$ cat config.mk
export PLATFORM = sky130hd
export DESIGN_NAME = bcfg_decoder
export DESIGN_NICKNAME = d
export VERILOG_FILES = /design/src/bcfg_pkg.sv /design/src/bcfg_decoder.sv
export SDC_FILE = /design/constraint.sdc
export NUM_CORES = 1
export LEC_CHECK = 0
export ABC_AREA = 1
export BUFFER_PORTS_ARGS = -buffer_cell sky130_fd_sc_hd__buf_2
export CORE_UTILIZATION = 60
export CTS_CLUSTER_DIAMETER = 120
export DETAILED_ROUTE_END_ITERATION = 6
export GPL_ROUTABILITY_DRIVEN = 0
export PLACE_DENSITY = 0.82
export REMOVE_ABC_BUFFERS = 1
export SETUP_SLACK_MARGIN = 0.02
export SLEW_MARGIN = 20
export SYNTH_ARGS = -nofsm -noshare
export SYNTH_HDL_FRONTEND = slang
export SYNTH_SLANG_ARGS = --single-unit
$ cat constraint.sdc
create_clock -name sys_clk_i -period 2.4 [get_ports sys_clk_i]
set_input_delay 0.24 -clock sys_clk_i [delete_from_list [all_inputs] [get_ports sys_clk_i]]
set_output_delay 0.24 -clock sys_clk_i [all_outputs]
set_load 0.03 [all_outputs]
$ cat src/bcfg_pkg.sv
// package of constants and carriers for the configuration byte decoder
package bcfg_pkg;
   // configuration byte offsets
   localparam logic [7:0] sig_low_offset   = 8'h00;
   localparam logic [7:0] sig_high_offset  = 8'h01;
   localparam logic [7:0] pm_level_offset  = 8'h02;
   localparam logic [7:0] rsvd_offset      = 8'h03;
   localparam logic [7:0] vendor_offset    = 8'h04;
   localparam logic [7:0] opt_flags_offset = 8'h05;
   localparam logic [7:0] last_offset      = 8'h05;
   // required signature values
   localparam logic [7:0] sig_low_value    = 8'h53;
   localparam logic [7:0] sig_high_value   = 8'h4b;
   // reset values of latched bytes (variable-content defaults)
   localparam logic [7:0] pm_level_reset   = 8'h00;
   localparam logic [7:0] vendor_reset     = 8'h24;
   localparam logic [7:0] opt_flags_reset  = 8'h07;
   // option flag positions
   localparam int unsigned mode_page8_bit  = 5;
   localparam int unsigned poll_status_bit = 4;
   localparam int unsigned busy_delay_bit  = 3;
   localparam int unsigned short_pkt_bit   = 2;
   // eeprom strap addresses the bridge may use
   localparam logic [2:0] eeprom_addr_a    = 3'h2;
   localparam logic [2:0] eeprom_addr_b    = 3'h4;
   // busy-bit delay, in ms, and in cycles at 100 MHz
   localparam int unsigned busy_delay_ms   = 120;
   localparam int unsigned clk_mhz         = 100;
   localparam int unsigned busy_delay_cyc  = busy_delay_ms * 1000 * clk_mhz;

   // one byte arriving from the eeprom reader
   typedef struct packed {
      logic       valid;
      logic [7:0] offset;
      logic [7:0] data;
   } bcfg_byte_type;

   // decoded controls handed to the rest of the bridge
   typedef struct packed {
      logic       config_valid;
      logic       mode_page8_en;
      logic       poll_status;
      logic       busy_delay_en;
      logic       short_pkt_en;
      logic [7:0] vendor_cmd_designator;
   } bcfg_ctrl_type;
endpackage

$ cat src/bcfg_decoder.sv
// configuration byte decoder: latches and interprets the first six bytes, except reserved byte three
`timescale 1ns/10ps
`default_nettype none

// Function
// - byte zero must read 0x53 to validate
// - byte one must read 0x4b too
// - nonzero level on ata drive with pm support issues enable
// - zero level skips power management command
// - atapi drives ignore power management level
// - matching first cb byte selects vendor decode
// - bit five reports write caching page
// - bit four polls status instead of intrq
// - bit three enables 120 ms drq delay
// - bit two forces short packet before stall
module bcfg_decoder #(
   parameter int unsigned DELAY_CYCLES = bcfg_pkg::busy_delay_cyc
) (
   // clock and reset
   input  wire logic                    sys_clk_i,
   input  wire logic                    reset_i,
   // bytes from the eeprom reader
   input  wire bcfg_pkg::bcfg_byte_type cfg_byte_i,
   input  wire logic                    cfg_done_i,
   // drive initialization request
   input  wire logic                    init_start_i,
   input  wire logic                    drive_is_atapi_i,
   input  wire logic                    drive_has_pm_i,
   // command block first byte
   input  wire logic                    cb_valid_i,
   input  wire logic [7:0]              cb_byte0_i,
   // drq read with length mismatch
   input  wire logic                    drq_read_i,
   input  wire logic                    len_mismatch_i,
   // decoded controls
   output bcfg_pkg::bcfg_ctrl_type      ctrl_o,
   output logic                         cfg_ready_o,
   // power management command request
   output logic                         pm_cmd_o,
   output logic [7:0]                   pm_level_o,
   // command block classification
   output logic                         cb_vendor_o,
   output logic                         cb_atapi_o,
   // drq read may proceed
   output logic                         drq_go_o
);
   localparam int unsigned DW = $clog2(DELAY_CYCLES + 1);

   // latched configuration bytes
   logic [7:0]    sig_low_q;
   logic [7:0]    sig_high_q;
   logic [7:0]    pm_level_q;
   logic [7:0]    vendor_q;
   logic [7:0]    flags_q;
   logic          loaded_q;          // all bytes taken
   logic          pm_cmd_q;
   logic          cb_vendor_q;
   logic          cb_atapi_q;
   logic [DW-1:0] delay_cnt_q;       // busy-bit delay counter
   logic          delaying_q;
   logic          served_q;          // delay already spent on the pending read

   // byte-write decode
   wire take_w     = cfg_byte_i.valid && !loaded_q;
   // both signature bytes must match before the pins count as configured
   wire sig_ok_w   = (sig_low_q == bcfg_pkg::sig_low_value)
                     && (sig_high_q == bcfg_pkg::sig_high_value);
   // power management enable only for an ata drive with a nonzero level
   wire pm_issue_w = init_start_i && loaded_q && !drive_is_atapi_i
                     && drive_has_pm_i && (pm_level_q != 8'h00);
   // first command byte against the stored designator
   wire vend_w     = (cb_byte0_i == vendor_q);
   // busy-bit delay starts once per mismatched read, not again after it expires
   wire delay_en_w = flags_q[bcfg_pkg::busy_delay_bit];
   wire delay_hit_w = drq_read_i && len_mismatch_i && delay_en_w && loaded_q
                      && !served_q;
   wire delay_end_w = (delay_cnt_q == DW'(DELAY_CYCLES - 1));
   wire delay_done_w = delaying_q && delay_end_w;

   // capture configuration bytes until the reader reports done
   always_ff @(posedge sys_clk_i) begin
      if (reset_i) begin
         sig_low_q  <= 8'h00;
         sig_high_q <= 8'h00;
         pm_level_q <= bcfg_pkg::pm_level_reset;
         vendor_q   <= bcfg_pkg::vendor_reset;
         flags_q    <= bcfg_pkg::opt_flags_reset;
      end else if (take_w) begin
         unique case (cfg_byte_i.offset)
            bcfg_pkg::sig_low_offset:   sig_low_q  <= cfg_byte_i.data;
            bcfg_pkg::sig_high_offset:  sig_high_q <= cfg_byte_i.data;
            bcfg_pkg::pm_level_offset:  pm_level_q <= cfg_byte_i.data;
            bcfg_pkg::vendor_offset:    vendor_q   <= cfg_byte_i.data;
            bcfg_pkg::opt_flags_offset: flags_q    <= cfg_byte_i.data;
            default: ;                  // reserved and later bytes ignored
         endcase
      end
   end

   // loaded flag gates init and command handling
   always_ff @(posedge sys_clk_i) begin
      if (reset_i) begin
         loaded_q <= 1'b0;
      end else if (cfg_done_i) begin
         loaded_q <= 1'b1;
      end
   end

   // power management request and command classification
   always_ff @(posedge sys_clk_i) begin
      if (reset_i) begin
         pm_cmd_q    <= 1'b0;
         cb_vendor_q <= 1'b0;
         cb_atapi_q  <= 1'b0;
      end else begin
         pm_cmd_q    <= pm_issue_w;
         cb_vendor_q <= cb_valid_i && loaded_q && vend_w;
         cb_atapi_q  <= cb_valid_i && loaded_q && !vend_w;
      end
   end

   // busy-bit delay counter at mismatched drq reads
   always_ff @(posedge sys_clk_i) begin
      if (reset_i) begin
         delaying_q  <= 1'b0;
         delay_cnt_q <= '0;
      end else if (delaying_q) begin
         delay_cnt_q <= delay_end_w ? '0 : delay_cnt_q + 1'b1;
         delaying_q  <= !delay_end_w;
      end else if (delay_hit_w) begin
         delaying_q  <= 1'b1;
         delay_cnt_q <= '0;
      end
   end

   // a finished delay lets the pending read through until it drops
   always_ff @(posedge sys_clk_i) begin
      if (reset_i) begin
         served_q <= 1'b0;
      end else if (!drq_read_i) begin
         served_q <= 1'b0;              // read over, the next one is new
      end else if (delay_done_w) begin
         served_q <= 1'b1;
      end
   end

   // outputs
   assign cfg_ready_o = loaded_q;
   assign pm_cmd_o    = pm_cmd_q;
   assign pm_level_o  = pm_level_q;
   assign cb_vendor_o = cb_vendor_q;
   assign cb_atapi_o  = cb_atapi_q;
   assign drq_go_o    = drq_read_i && !delaying_q && !delay_hit_w;
   // one pattern so the control struct has a single driver
   assign ctrl_o = '{
      config_valid:          loaded_q && sig_ok_w,
      mode_page8_en:         flags_q[bcfg_pkg::mode_page8_bit],
      poll_status:           flags_q[bcfg_pkg::poll_status_bit],
      busy_delay_en:         delay_en_w,
      short_pkt_en:          flags_q[bcfg_pkg::short_pkt_bit],
      vendor_cmd_designator: vendor_q
   };

   // assertions
   a_sig_check: assert property (@(posedge sys_clk_i) disable iff (reset_i)
      ctrl_o.config_valid |-> sig_low_q == 8'h53) else $error("bad signature low");
   a_sig_high: assert property (@(posedge sys_clk_i) disable iff (reset_i)
      ctrl_o.config_valid |-> sig_high_q == 8'h4b) else $error("bad signature high");
   a_pm_issue: assert property (@(posedge sys_clk_i) disable iff (reset_i)
      init_start_i && loaded_q && !drive_is_atapi_i && drive_has_pm_i && pm_level_q != 8'h00
      |=> pm_cmd_o) else $error("pm command missing");
   a_pm_zero: assert property (@(posedge sys_clk_i) disable iff (reset_i)
      pm_cmd_o |-> $past(pm_level_q) != 8'h00) else $error("pm command on zero");
   a_pm_atapi: assert property (@(posedge sys_clk_i) disable iff (reset_i)
      pm_cmd_o |-> !$past(drive_is_atapi_i)) else $error("pm command to atapi");
   a_vendor_match: assert property (@(posedge sys_clk_i) disable iff (reset_i)
      cb_valid_i && loaded_q && cb_byte0_i == vendor_q |=> cb_vendor_o && !cb_atapi_o)
      else $error("vendor cb missed");
   a_page8_flag: assert property (@(posedge sys_clk_i) disable iff (reset_i)
      ctrl_o.mode_page8_en == flags_q[5]) else $error("page 8 flag wrong");
   a_poll_flag: assert property (@(posedge sys_clk_i) disable iff (reset_i)
      ctrl_o.poll_status == flags_q[4]) else $error("poll flag wrong");
   a_delay_hold: assert property (@(posedge sys_clk_i) disable iff (reset_i)
      delay_hit_w && !delaying_q |=> delaying_q && !drq_go_o) else $error("delay skipped");
   a_short_pkt: assert property (@(posedge sys_clk_i) disable iff (reset_i)
      ctrl_o.short_pkt_en == flags_q[2]) else $error("short packet flag wrong");
   a_load_first: assert property (@(posedge sys_clk_i) disable iff (reset_i)
      !loaded_q |=> !pm_cmd_o && !cb_vendor_o && !cb_atapi_o) else $error("acted before load");
   // power management skipped on a zero level
   a_pm_skip: assert property (@(posedge sys_clk_i) disable iff (reset_i)
      init_start_i && loaded_q && pm_level_q == 8'h00 |=> !pm_cmd_o)
      else $error("pm command despite zero level");
   // any other first byte goes down the atapi path
   a_cb_atapi: assert property (@(posedge sys_clk_i) disable iff (reset_i)
      cb_valid_i && loaded_q && cb_byte0_i != vendor_q |=> cb_atapi_o && !cb_vendor_o)
      else $error("atapi cb missed");
   // option flags follow the stored byte
   a_page8_load: assert property (@(posedge sys_clk_i) disable iff (reset_i)
      take_w && cfg_byte_i.offset == bcfg_pkg::opt_flags_offset
      |=> ctrl_o.mode_page8_en == $past(cfg_byte_i.data[5])) else $error("page 8 not taken");
   a_poll_load: assert property (@(posedge sys_clk_i) disable iff (reset_i)
      take_w && cfg_byte_i.offset == bcfg_pkg::opt_flags_offset
      |=> ctrl_o.poll_status == $past(cfg_byte_i.data[4])) else $error("poll not taken");
   a_delay_load: assert property (@(posedge sys_clk_i) disable iff (reset_i)
      take_w && cfg_byte_i.offset == bcfg_pkg::opt_flags_offset
      |=> ctrl_o.busy_delay_en == $past(cfg_byte_i.data[3])) else $error("delay not taken");
   a_short_load: assert property (@(posedge sys_clk_i) disable iff (reset_i)
      take_w && cfg_byte_i.offset == bcfg_pkg::opt_flags_offset
      |=> ctrl_o.short_pkt_en == $past(cfg_byte_i.data[2])) else $error("short not taken");
   // busy-bit delay counts from zero and releases the pending read
   a_delay_start: assert property (@(posedge sys_clk_i) disable iff (reset_i)
      $rose(delaying_q) |-> delay_cnt_q == '0) else $error("delay count not cleared");
   a_delay_release: assert property (@(posedge sys_clk_i) disable iff (reset_i)
      delay_done_w && drq_read_i |=> drq_go_o == drq_read_i)
      else $error("read held after delay");
   // bytes stay frozen once loading is over
   a_bytes_frozen: assert property (@(posedge sys_clk_i) disable iff (reset_i)
      loaded_q |=> $stable(pm_level_q) && $stable(vendor_q) && $stable(flags_q))
      else $error("bytes changed after load");
   // scenario covers
   c_load: cover property (@(posedge sys_clk_i) disable iff (reset_i) ctrl_o.config_valid);
   c_pm: cover property (@(posedge sys_clk_i) disable iff (reset_i) pm_cmd_o);
   c_vendor: cover property (@(posedge sys_clk_i) disable iff (reset_i) cb_vendor_o);
   c_delay: cover property (@(posedge sys_clk_i) disable iff (reset_i) delaying_q && delay_end_w);
   c_atapi: cover property (@(posedge sys_clk_i) disable iff (reset_i) cb_atapi_o);
endmodule

`default_nettype wire

---- Word level (Yosys, flattened, before mapping) ----
Cells that the tools add are included.
storage, ports and cells
  input port bits ......................... 34
  output and inout port bits .............. 26
  bits in registers ....................... 68
  latch bits .............................. 0
  memory bits (writable) .................. 0
  memories kept ........................... 0
  bits in read-only memories .............. 0
operators by class
  shift operators ......................... 0
  reductions and logical operators ........ 33
  muxes and demuxes ....................... 5
  magnitude comparators ................... 0
  bitwise operators ....................... 1
  multiply operators ...................... 0
  add/sub/neg operators ................... 1
  div/mod/pow operators ................... 0
  equal/unequal tests ..................... 8
operators by type and width
  cell                   number
  $mux 24                3
  $add 24x1->24 const B  1
  $eq 24x24->1 const B   1
  $logic_and 1x1->1      17
  $eq 8x3->1 const B     2
  $eq 8x7->1 const B     2
  $reduce_and 2->1       5
  $eq 8x1->1 const B     1
  $eq 8x2->1 const B     1
  $eq 8x8->1             1
  $logic_not 8->1        1
  $reduce_bool 8->1      1
  $logic_not 1->1        7
  $mux 1                 2
  $reduce_bool 2->1      1
  $reduce_or 2->1        1
  $not 1->1              1

---- Logic depth before layout (Yosys ltp) ----
Gate-level depths: netlist of the first run.
  depth after elaboration ................. 6
  gate-level depth with buffers ........... 9

---- Worst setup path before layout of the first run ----
No wires, ideal clock.
  path type ............................... flip-flop to output port
  start ................................... reg loaded_q, in the netlist cfg_ready_o
  end ..................................... out ctrl_o[12] in the netlist's numbering
  path buffers ............................ 0
  arrival time ............................ 1368 ps
  slack ................................... 792 ps
  stages on the path, launching flop included .. 3
  path through ............................ dfxtp_1 > nand2_1 > nor3_1
RTL lines
  element                 RTL line             text
  start, declared         bcfg_decoder.sv:55   logic loaded_q;
  start signal, assigned  bcfg_decoder.sv:103  loaded_q <= 1'b0;
  start signal, assigned  bcfg_decoder.sv:105  loaded_q <= 1'b1;
  end, declared           bcfg_decoder.sv:36   output bcfg_pkg::bcfg_ctrl_type ctrl_o,

---- Worst setup path in the final report of the first run ----
  start ................................... reg delay_cnt_q[0]
  end ..................................... reg delay_cnt_q[17]
between the ends
  cells in the longest elaborated chain, start to end .. 3
RTL lines
  element                                        RTL line                                 text
  start, declared                                bcfg_decoder.sv:59                       logic [DW-1:0] delay_cnt_q;
  start signal, assigned                         bcfg_decoder.sv:128                      delay_cnt_q <= delay_end_w ? '0 : delay_cnt_q + 1'b1;
  $add 24x1->24 or $eq 24x24->1 (tied branches)  bcfg_decoder.sv:128, bcfg_decoder.sv:77
  $mux 24 *                                      bcfg_decoder.sv:128
  $mux 24 *                                      bcfg_decoder.sv:127                      end else if (delaying_q) begin
Mark *: on every way between the ends. The rest lies on a longest branch, timed or not.
A chain may end at the register's enable or synchronous reset.

==> results of run 1 <==
-- final cells by class --
class / instances / share of cell area (%)
Inverter: 60 / 5.72
Timing Repair Buffer: 63 / 8.27
Multi-Input combinational cell: 361 / 45.2
Tap cell: 72 / 2.29
Clock inverter: 5 / 1.40
Sequential cell: 66 / 33.6
Clock buffer: 10 / 3.50
-- cell usage in the layout (no fill, tap or decap), types with 4 or more instances in the layout --
cell type and count:
dfxtp_1 66, o21ai_0 26, nand3_1 45, or2_2 6, nor2_2 7, inv_1 57
buf_4 4, nand2_1 126, buf_2 59, xor2_1 4, clkbuf_8 10, nand3b_1 4
nor2_1 41, nor3_1 5, a21oi_1 57, nand2_2 6, nand4_1 8
-- kinds of logic after synthesis --
| logic type | after synthesis |
|---|---|
| buffers and inverters | 74 |
| adder cells (fa/ha/maj) | 1 |
| AND/OR/NAND/NOR | 264 |
| flip-flops | 66 |
| XOR/XNOR | 6 |
| AO/OA/AOI/OAI | 90 |
-- Yosys cell counts (5+ instances only) --
cell type / instances / area share [%]
nor2_2: 7 / 1.3
nand2_2: 6 / 1.1
nand3_1: 45 / 6.6
or2_2: 6 / 1.1
a21oi_1: 57 / 8.4
nand2_1: 126 / 14
nand4_1: 8 / 1.5
clkbuf_1: 8 / 0.88
o21ai_0: 26 / 3.8
nor2_1: 41 / 4.5
dfxtp_1: 66 / 39
inv_1: 57 / 6.3
nor3_1: 5 / 0.74
-- metal layers --
layer  track usage, %  up-vias  part of all wire, %
met3             4.17       21                  7.4
li1                 -     1740                    -
met1             34.3     1602                   41
met4             14.0        0                  2.0
met5                0        -                    0
met2             52.5      162                   49
-- where the power goes --
part / switching, mW / total, mW / internal, mW
sequential: 0.00313 / 1.10 / 1.10
clock: 0.440 / 0.938 / 0.498
combinational: 0.0740 / 0.113 / 0.0387
total: 0.517 / 2.15 / 1.63
-- worst register-to-register path: cells and delay by family, from the launching register on --
| family | cells | cell delay [ns] |
|---|---|---|
| flops | 1 | 0.34 |
| compound gates | 1 | 0.15 |
| fa+ha+maj | 1 | 0.23 |
| simple gates | 6 | 1.21 |
-- state kept, by name (all words and copies together) (netlist names) --
register / cells
served_q: 1
pm_level_o: 8
flags_q: 4
pm_cmd_o: 1
delaying_q: 1
cb_atapi_o: 1
sig_low_q: 8
vendor_q: 8
cb_vendor_o: 1
sig_high_q: 8
cfg_ready_o: 1
delay_cnt_q: 24
-- per-stage QoR --
stage	cells	hold slack [ns]	area, um^2	total power, mW	setup slack (ns)
detailed placement	622	0.432	3740	1.24	0.444
floorplan	487	0.309	3330	1.17	0.792
global route	637	0.102	3940	2.20	0.265
global placement	622	0.430	3740	1.23	0.491
CTS	637	0.0870	3940	2.16	0.415
finish	637	0.0915	3940	2.15	0.391
-- worst min path at each step --
stage,start,to,slack (ns),cells after the start
floorplan,reset_i,delay_cnt_q[10]$_SDFFE_PP0P_,0.31,1
global placement,flags_q[5]$_SDFFE_PP0P_,flags_q[5]$_SDFFE_PP0P_,0.43,2
detailed placement,flags_q[4]$_SDFFE_PP0P_,flags_q[4]$_SDFFE_PP0P_,0.43,2
CTS,cfg_done_i,cfg_ready_o$_SDFFE_PP0P_,0.09,3
global route,cfg_done_i,cfg_ready_o$_SDFFE_PP0P_,0.10,3
finish,cfg_done_i,cfg_ready_o$_SDFFE_PP0P_,0.09,3
==> qor.csv, run 1 <==
stage;metric;value;unit
global_route;largest net degree at the start of global routing;34;
setup_path;R2R depth;8;
floorplanning;Placeable Area;5470;um^2
power_and_ir_drop;VDD IR max;0.000378;V
yosys;Top FF cell, synth;dfxtp_1;
floorplanning;die area;5960;um^2
yosys;xor and xnor fraction of the mapped netlist area;1.55;%
power_and_ir_drop;LEAKAGE;1.63;nW
yosys;Simple-Gate Fraction of Synth Area;36.7;%
setup_path;CP Cell Sequence;ha_1 -> nand2_1 -> nor2_4 -> nand3_1 -> nor2_1 -> nor2_1 -> nand2_1 -> a21oi_1;
floorplanning;Die W;77.2;um
clocking;Post-CTS Setup Bufs;0;
place;I/O Buffers;59;
clocking;Root Buffer;clkbuf_8;
floorplanning;Rows;27;
floorplanning;Initial Util;62.0;%
sta;Tcrit/Tclk final;83.7;%
global_route;number of global-route vias before repair;3140;
sta;fin crit period;2.01;ns
sta;max-slew violations;0;
route;DRC Markers;0;
setup_path;cell family with most CP delay;simple AND/OR/NAND/NOR gates;
yosys;Netlist cell types;34;
yosys;synthesized area per cell;6.78;um^2
setup_path;CP Capture Type;flip-flop;
power_and_ir_drop;pwr/cell area;547;nW/um^2
setup_path;setup slack, reg-to-reg;0.39;ns
floorplanning;num ports;60;
sta;RSZ-0062 raised after global routing;false;
yosys;yosys warns;0;
cells_and_area;Reg area;1320;um^2
cells_and_area;footprint of the multi-input gates;1780;um^2
cells_and_area;Fillers;486;
setup_path;WP data arrival;2.29;ns
setup_path;Crit path depth;8;
job;Max Cap Viol;0;
sta;clock skew;0.00975;ns
setup_path;Required @ worst endpoint;2.68;ns
setup_path;sum of buffers and inverters on the critical path;0;
route;initial DRC count;257;
route;final wirelength;8410;um
yosys;Async S/R FF share, synth;0;%
yosys;largest family of logic cells by synthesized area;simple AND/OR/NAND/NOR gates;
route;Vias;3525;
yosys;synthesized area;3400;um^2
clocking;CTS resizes;0;
setup_path;CP max stage delay;0.70;ns
clocking;CTS clk-pin slew, worst paths;0.07;ns
clocking;worst-skew pair later-pin latency;0.35;ns
clocking;Num CTS Buffers;9;
clocking;clock sink count;66;
setup_path;reg-to-reg endpoint;delay_cnt_q[17]$_SDFFE_PP0P_;
sta;Setup TNS;0;ns
setup_path;CP Launch Type;flip-flop;
yosys;Synth Area in Compound Gates;13.8;%
sta;Tightest Pin Transition;0.937;ns
outcome;status;finished clean;
clocking;hold buffers post-CTS;0;
sta;Final Hold Fails;0;
sta;relative slew slack;37.3;%
yosys;adder-cell area share of the yosys netlist;0.368;%
global_route;global-route wire length before repair;14000;um
cells_and_area;layout cells sized above 1;20.2;%
yosys;Seq/Total Area, Yosys;38.9;%
cells_and_area;# nets final;596;
cells_and_area;fin util;71.9;%
route;Vias/cell;5.53;
route;drt wl/cell;13.2;um
setup_path;Crit Path Class;reg2reg;
place;hpwl dp;5940;um
yosys;Gate Count Post-Synth;501;
yosys;post-synthesis mux area share;0;%
cells_and_area;antenna cells;0;
cells_and_area;Layout area overhead;15.9;%
setup_path;worst-path maximum fanout;12;
setup_path;CP max-delay cell;nor2_1;
global_route;antenna violations before repair;0;
sta;max frequency;498;MHz
yosys;register bit total from synthesis;66;
global_route;gr usage total;29.4;%
setup_path;worst r2r src;delay_cnt_q[0]$_SDFFE_PP0P_;
clocking;CTS max path bufs;2;
setup_path;critical path endpoint;delay_cnt_q[17]$_SDFFE_PP0P_;
route;antenna-violating nets left;0;
global_route;global route overflow;0;
setup_path;Critical path origin;delay_cnt_q[0]$_SDFFE_PP0P_;
floorplanning;die extent in y;77.2;um
sta;Final Setup Violations;0;
yosys;number of flops mapped to enable cells by yosys;0;
clocking;CTS HTree Levels;3;
route;Pre-Repair DR Iteration Count;5;
clocking;CTS tree;built;
hold_path;hold crit path type;in2reg;
(Power assumes the default switching activity.)
==> run 2: changes to the inputs <==
--- a/config.mk
+++ b/config.mk
@@ -5,13 +5,13 @@
 export SDC_FILE = /design/constraint.sdc
 export NUM_CORES = 1
 export LEC_CHECK = 0
-export ABC_AREA = 1
+export ABC_AREA = 0
 export BUFFER_PORTS_ARGS = -buffer_cell sky130_fd_sc_hd__buf_2
-export CORE_UTILIZATION = 60
+export CORE_UTILIZATION = 54
 export CTS_CLUSTER_DIAMETER = 120
 export DETAILED_ROUTE_END_ITERATION = 6
 export GPL_ROUTABILITY_DRIVEN = 0
-export PLACE_DENSITY = 0.82
+export PLACE_DENSITY = 0.76
 export REMOVE_ABC_BUFFERS = 1
 export SETUP_SLACK_MARGIN = 0.02
 export SLEW_MARGIN = 20
==> constraint.sdc (replaced) <==
create_clock -name sys_clk_i -period 1.9 [get_ports sys_clk_i]
set_input_delay 0.19 -clock sys_clk_i [delete_from_list [all_inputs] [get_ports sys_clk_i]]
set_output_delay 0.19 -clock sys_clk_i [all_outputs]
set_load 0.03 [all_outputs]
==> run 2 against run 1 <==
  * The run now ends with setup timing left
  * Synthesized cell count decreased by 34%
  * Count of clock-buffer cells in the layout unchanged
  * Largest cell class unchanged
  * Via count decreased by 18%
  * Sequential power is 26% higher
  * Combinational power up 15%
  * Area after synthesis fell by 12%
  * Worst setup slack lost 0.61 ns
  * Total power up 19%
  * Cell area rose by 2.2%
==> qor.csv, run 2 <==
stage;metric;value;unit;change
sta;max-slew violations;0;;unchanged
clocking;Root Buffer;clkbuf_8;;
floorplanning;die area;5830;um^2;-2.2%
global_route;global route overflow;0;;unchanged
route;initial DRC count;138;;-46%
sta;clock skew;0.00994;ns;+0.000182 ns
yosys;Gate Count Post-Synth;331;;-34%
setup_path;Critical path origin;delay_cnt_q[15]$_SDFFE_PP0P_;;
sta;fin crit period;2.11;ns;+0.105 ns
clocking;clock sink count;66;;unchanged
sta;Final Hold Slack;0.0690;ns;-0.0225 ns
power_and_ir_drop;total power;2.55;mW;+19%
sta;RSZ-0062 raised after global routing;true;;
sta;setup ws final;-0.214;ns;-0.605 ns
sta;max frequency;473;MHz;-5.0%
yosys;Async S/R FF share, synth;0;%;unchanged
cells_and_area;# nets final;464;;-22%
route;Pre-Repair DR Iteration Count;4;;-1
yosys;Seq/Total Area, Yosys;44.2;%;+5.3 points
yosys;Top FF cell, synth;dfxtp_1;;
global_route;largest net degree at the start of global routing;46;;+35%
yosys;synthesized area;2990;um^2;-12%
yosys;yosys warns;0;;unchanged
clocking;CTS HTree Levels;3;;unchanged
setup_path;worst-path maximum fanout;13;;+1
cells_and_area;Biggest register;delay_cnt_q;;
power_and_ir_drop;VDD IR max;0.000415;V;+10%
floorplanning;die extent in y;76.4;um;-1.1%
yosys;share of the synthesized area in the top cell type;44.2;%;+5.3 points
cells_and_area;antenna cells;0;;unchanged
outcome;failing checks;setup timing;;
setup_path;CP Launch Type;flip-flop;;
cells_and_area;most frequent cells in the layout;dfxtp_1 (60), buf_2 (58), nor2_1 (44);;
route;Vias/cell;5.75;;+3.9%
global_route;global-route wire length before repair;12800;um;-8.2%
yosys;synthesized area per cell;9.03;um^2;+33%
sta;Tightest Pin Transition;0.617;ns;-0.320 ns
floorplanning;Die W;76.4;um;-1.1%
sta;Final Hold Fails;0;;unchanged
floorplanning;num ports;60;;unchanged
setup_path;CP max stage delay;0.53;ns;-0.17 ns
place;hpwl dp;5450;um;-8.3%
yosys;register bit total from synthesis;66;;unchanged
clocking;CTS max path bufs;2;;unchanged
power_and_ir_drop;LEAKAGE;1.64;nW;+0.71%
setup_path;CP Cell Sequence;or4b_1 -> or3_4 -> buf_4 -> o21ai_1 -> buf_6 -> nor3_1 -> o21bai_1;;
sta;Final Setup Violations;24;;+24
global_route;gr usage total;27.9;%;-1.5 points
route;Vias;2898;;-18%
clocking;Num CTS Buffers;9;;unchanged
cells_and_area;commonest non-fill, non-tap cell in the layout;dfxtp_1;;
cells_and_area;number of flip-flops in the largest register;24;;unchanged
global_route;number of global-route vias before repair;2694;;-14%
place;placed cell count;486;;-22%
route;DRC Markers;0;;unchanged
hold_path;hold crit path type;in2reg;;
yosys;Netlist cell types;45;;+32%
clocking;worst-skew pair later-pin latency;0.34;ns;about the same
cells_and_area;Layout area overhead;34.5;%;
job;Max Cap Viol;0;;unchanged
setup_path;Crit Path Class;reg2reg;;
route;antenna-violating nets left;0;;unchanged
yosys;number of flops mapped to enable cells by yosys;0;;unchanged
cells_and_area;post-route insts no fill;504;;-21%
route;final wirelength;8370;um;-0.49%
setup_path;worst r2r src;delay_cnt_q[15]$_SDFFE_PP0P_;;
global_route;antenna violations before repair;0;;unchanged
hold_path;hold path start;cfg_done_i;;
clocking;CTS clk-pin slew, worst paths;0.08;ns;about the same
route;drt wl/cell;16.6;um;+26%
clocking;hold buffers post-CTS;0;;unchanged
setup_path;CP max-delay cell;or4b_1;;
cells_and_area;layout cells sized above 1;35.3;%;+15 points
cells_and_area;final instance area;4020;um^2;+2.2%
outcome;status;finished with violations;;
setup_path;WP data arrival;2.33;ns;+0.04 ns
power_and_ir_drop;pwr/cell area;635;nW/um^2;+16%
setup_path;CP Capture Type;flip-flop;;
cells_and_area;fin util;77.2;%;+5.3 points
setup_path;Required @ worst endpoint;2.12;ns;-0.56 ns
yosys;most frequent cell after synthesis;dfxtp_1;;
yosys;Post-synth top cells;dfxtp_1 (66), nor2_1 (45), mux2i_1 (35), nand2_1 (21), nand4_1 (15);;
clocking;CTS tree;built;;
sta;Tcrit/Tclk final;111;%;+28 points
floorplanning;Initial Util;57.4;%;-4.6 points
floorplanning;Placeable Area;5200;um^2;-4.9%
floorplanning;Rows;26;;-3.7%
sta;relative slew slack;58.5;%;+21 points
place;I/O Buffers;59;;unchanged
yosys;dominant cell type by area after synthesis;dfxtp_1;;
place;Post-DP Area;3600;um^2;-3.8%
cells_and_area;Fillers;346;;-29%
yosys;largest cells by area after synthesis;dfxtp_1 (44%), mux2i_1 (12%), nor2_1 (5.7%);;
-- run 2: cell count changes after synthesis, moves of 22 or more --
| cell | delta |
|---|---|
| a21oi_1 | -45 |
| inv_1 | -49 |
| mux2i_1 | +35 |
| nand2_1 | -105 |
| nand3_1 | -32 |
| o21ai_0 | -22 |
-- run 2: worst paths after layout --
path                            depth (start not counted)  slack, ns                           end
worst max register to register                          7      -0.21   delay_cnt_q[9]$_SDFFE_PP0P_
worst max-delay path                                    7      -0.21   delay_cnt_q[9]$_SDFFE_PP0P_
worst min register to register                          2       0.49  delay_cnt_q[21]$_SDFFE_PP0P_
worst min-delay path                                    3       0.07      cfg_ready_o$_SDFFE_PP0P_
-- run 2: stage by stage --
step | TNS [ns] | setup slack (ns)
final | -2.99 | -0.214
after global routing | -4.41 | -0.243
after CTS | -1.92 | -0.115
after detailed placement | -1.73 | -0.128
after global placement | -1.11 | -0.0940
after floorplan | -5.42 | -0.311
-- run 2: power breakdown --
group	switching [mW]	leakage (nW)	internal [mW]	total (mW)
sequential	0.00201	0.535	1.39	1.39
clock	0.563	0.0745	0.473	1.04
combinational	0.0766	1.03	0.0533	0.130
total	0.641	1.64	1.91	2.55
-- run 2: layer usage --
metal	up-vias	GRT usage (%)	wire length [um]
met1	1373	35.5	3520
met4	0	10.4	144
li1	1404	-	-
met3	16	5.15	539
met2	105	46.8	4170
met5	-	0	0
-- run 2: final cells by class --
type	instances	area [um^2]	area share, %
clock buffer	10	128	3.17
clock inverter	6	43.8	1.09
inverter	8	30.0	0.747
multi-input combinational	243	1730	43.0
sequential	66	1330	33.1
tap	70	87.6	2.18
timing repair buffer	101	674	16.8
-- run 2: cell families after synthesis --
logic type	share of synthesized area (%)
flops	44.2
fa+ha+maj	0.419
mux	11.7
xor+xnor	2.35
buf+inv	3.81
compound gates	11.8
simple gates	25.7
-- run 2: timing repair --
| action | in CTS | in global routing |
|---|---|---|
| gates resized for setup | 18 | 23 |
| setup endpoints to repair | 27 | 40 |
| pin swaps | 4 | 9 |
| gates cloned | 1 | 1 |
| setup buffers | 0 | 0 |
-- run 2: critical path, delay by kind of cell (launching register included) --
family / cells / cell delay, ns
compound gates: 2 / 0.34
buf+inv: 2 / 0.35
simple gates: 3 / 1.00
flops: 1 / 0.31
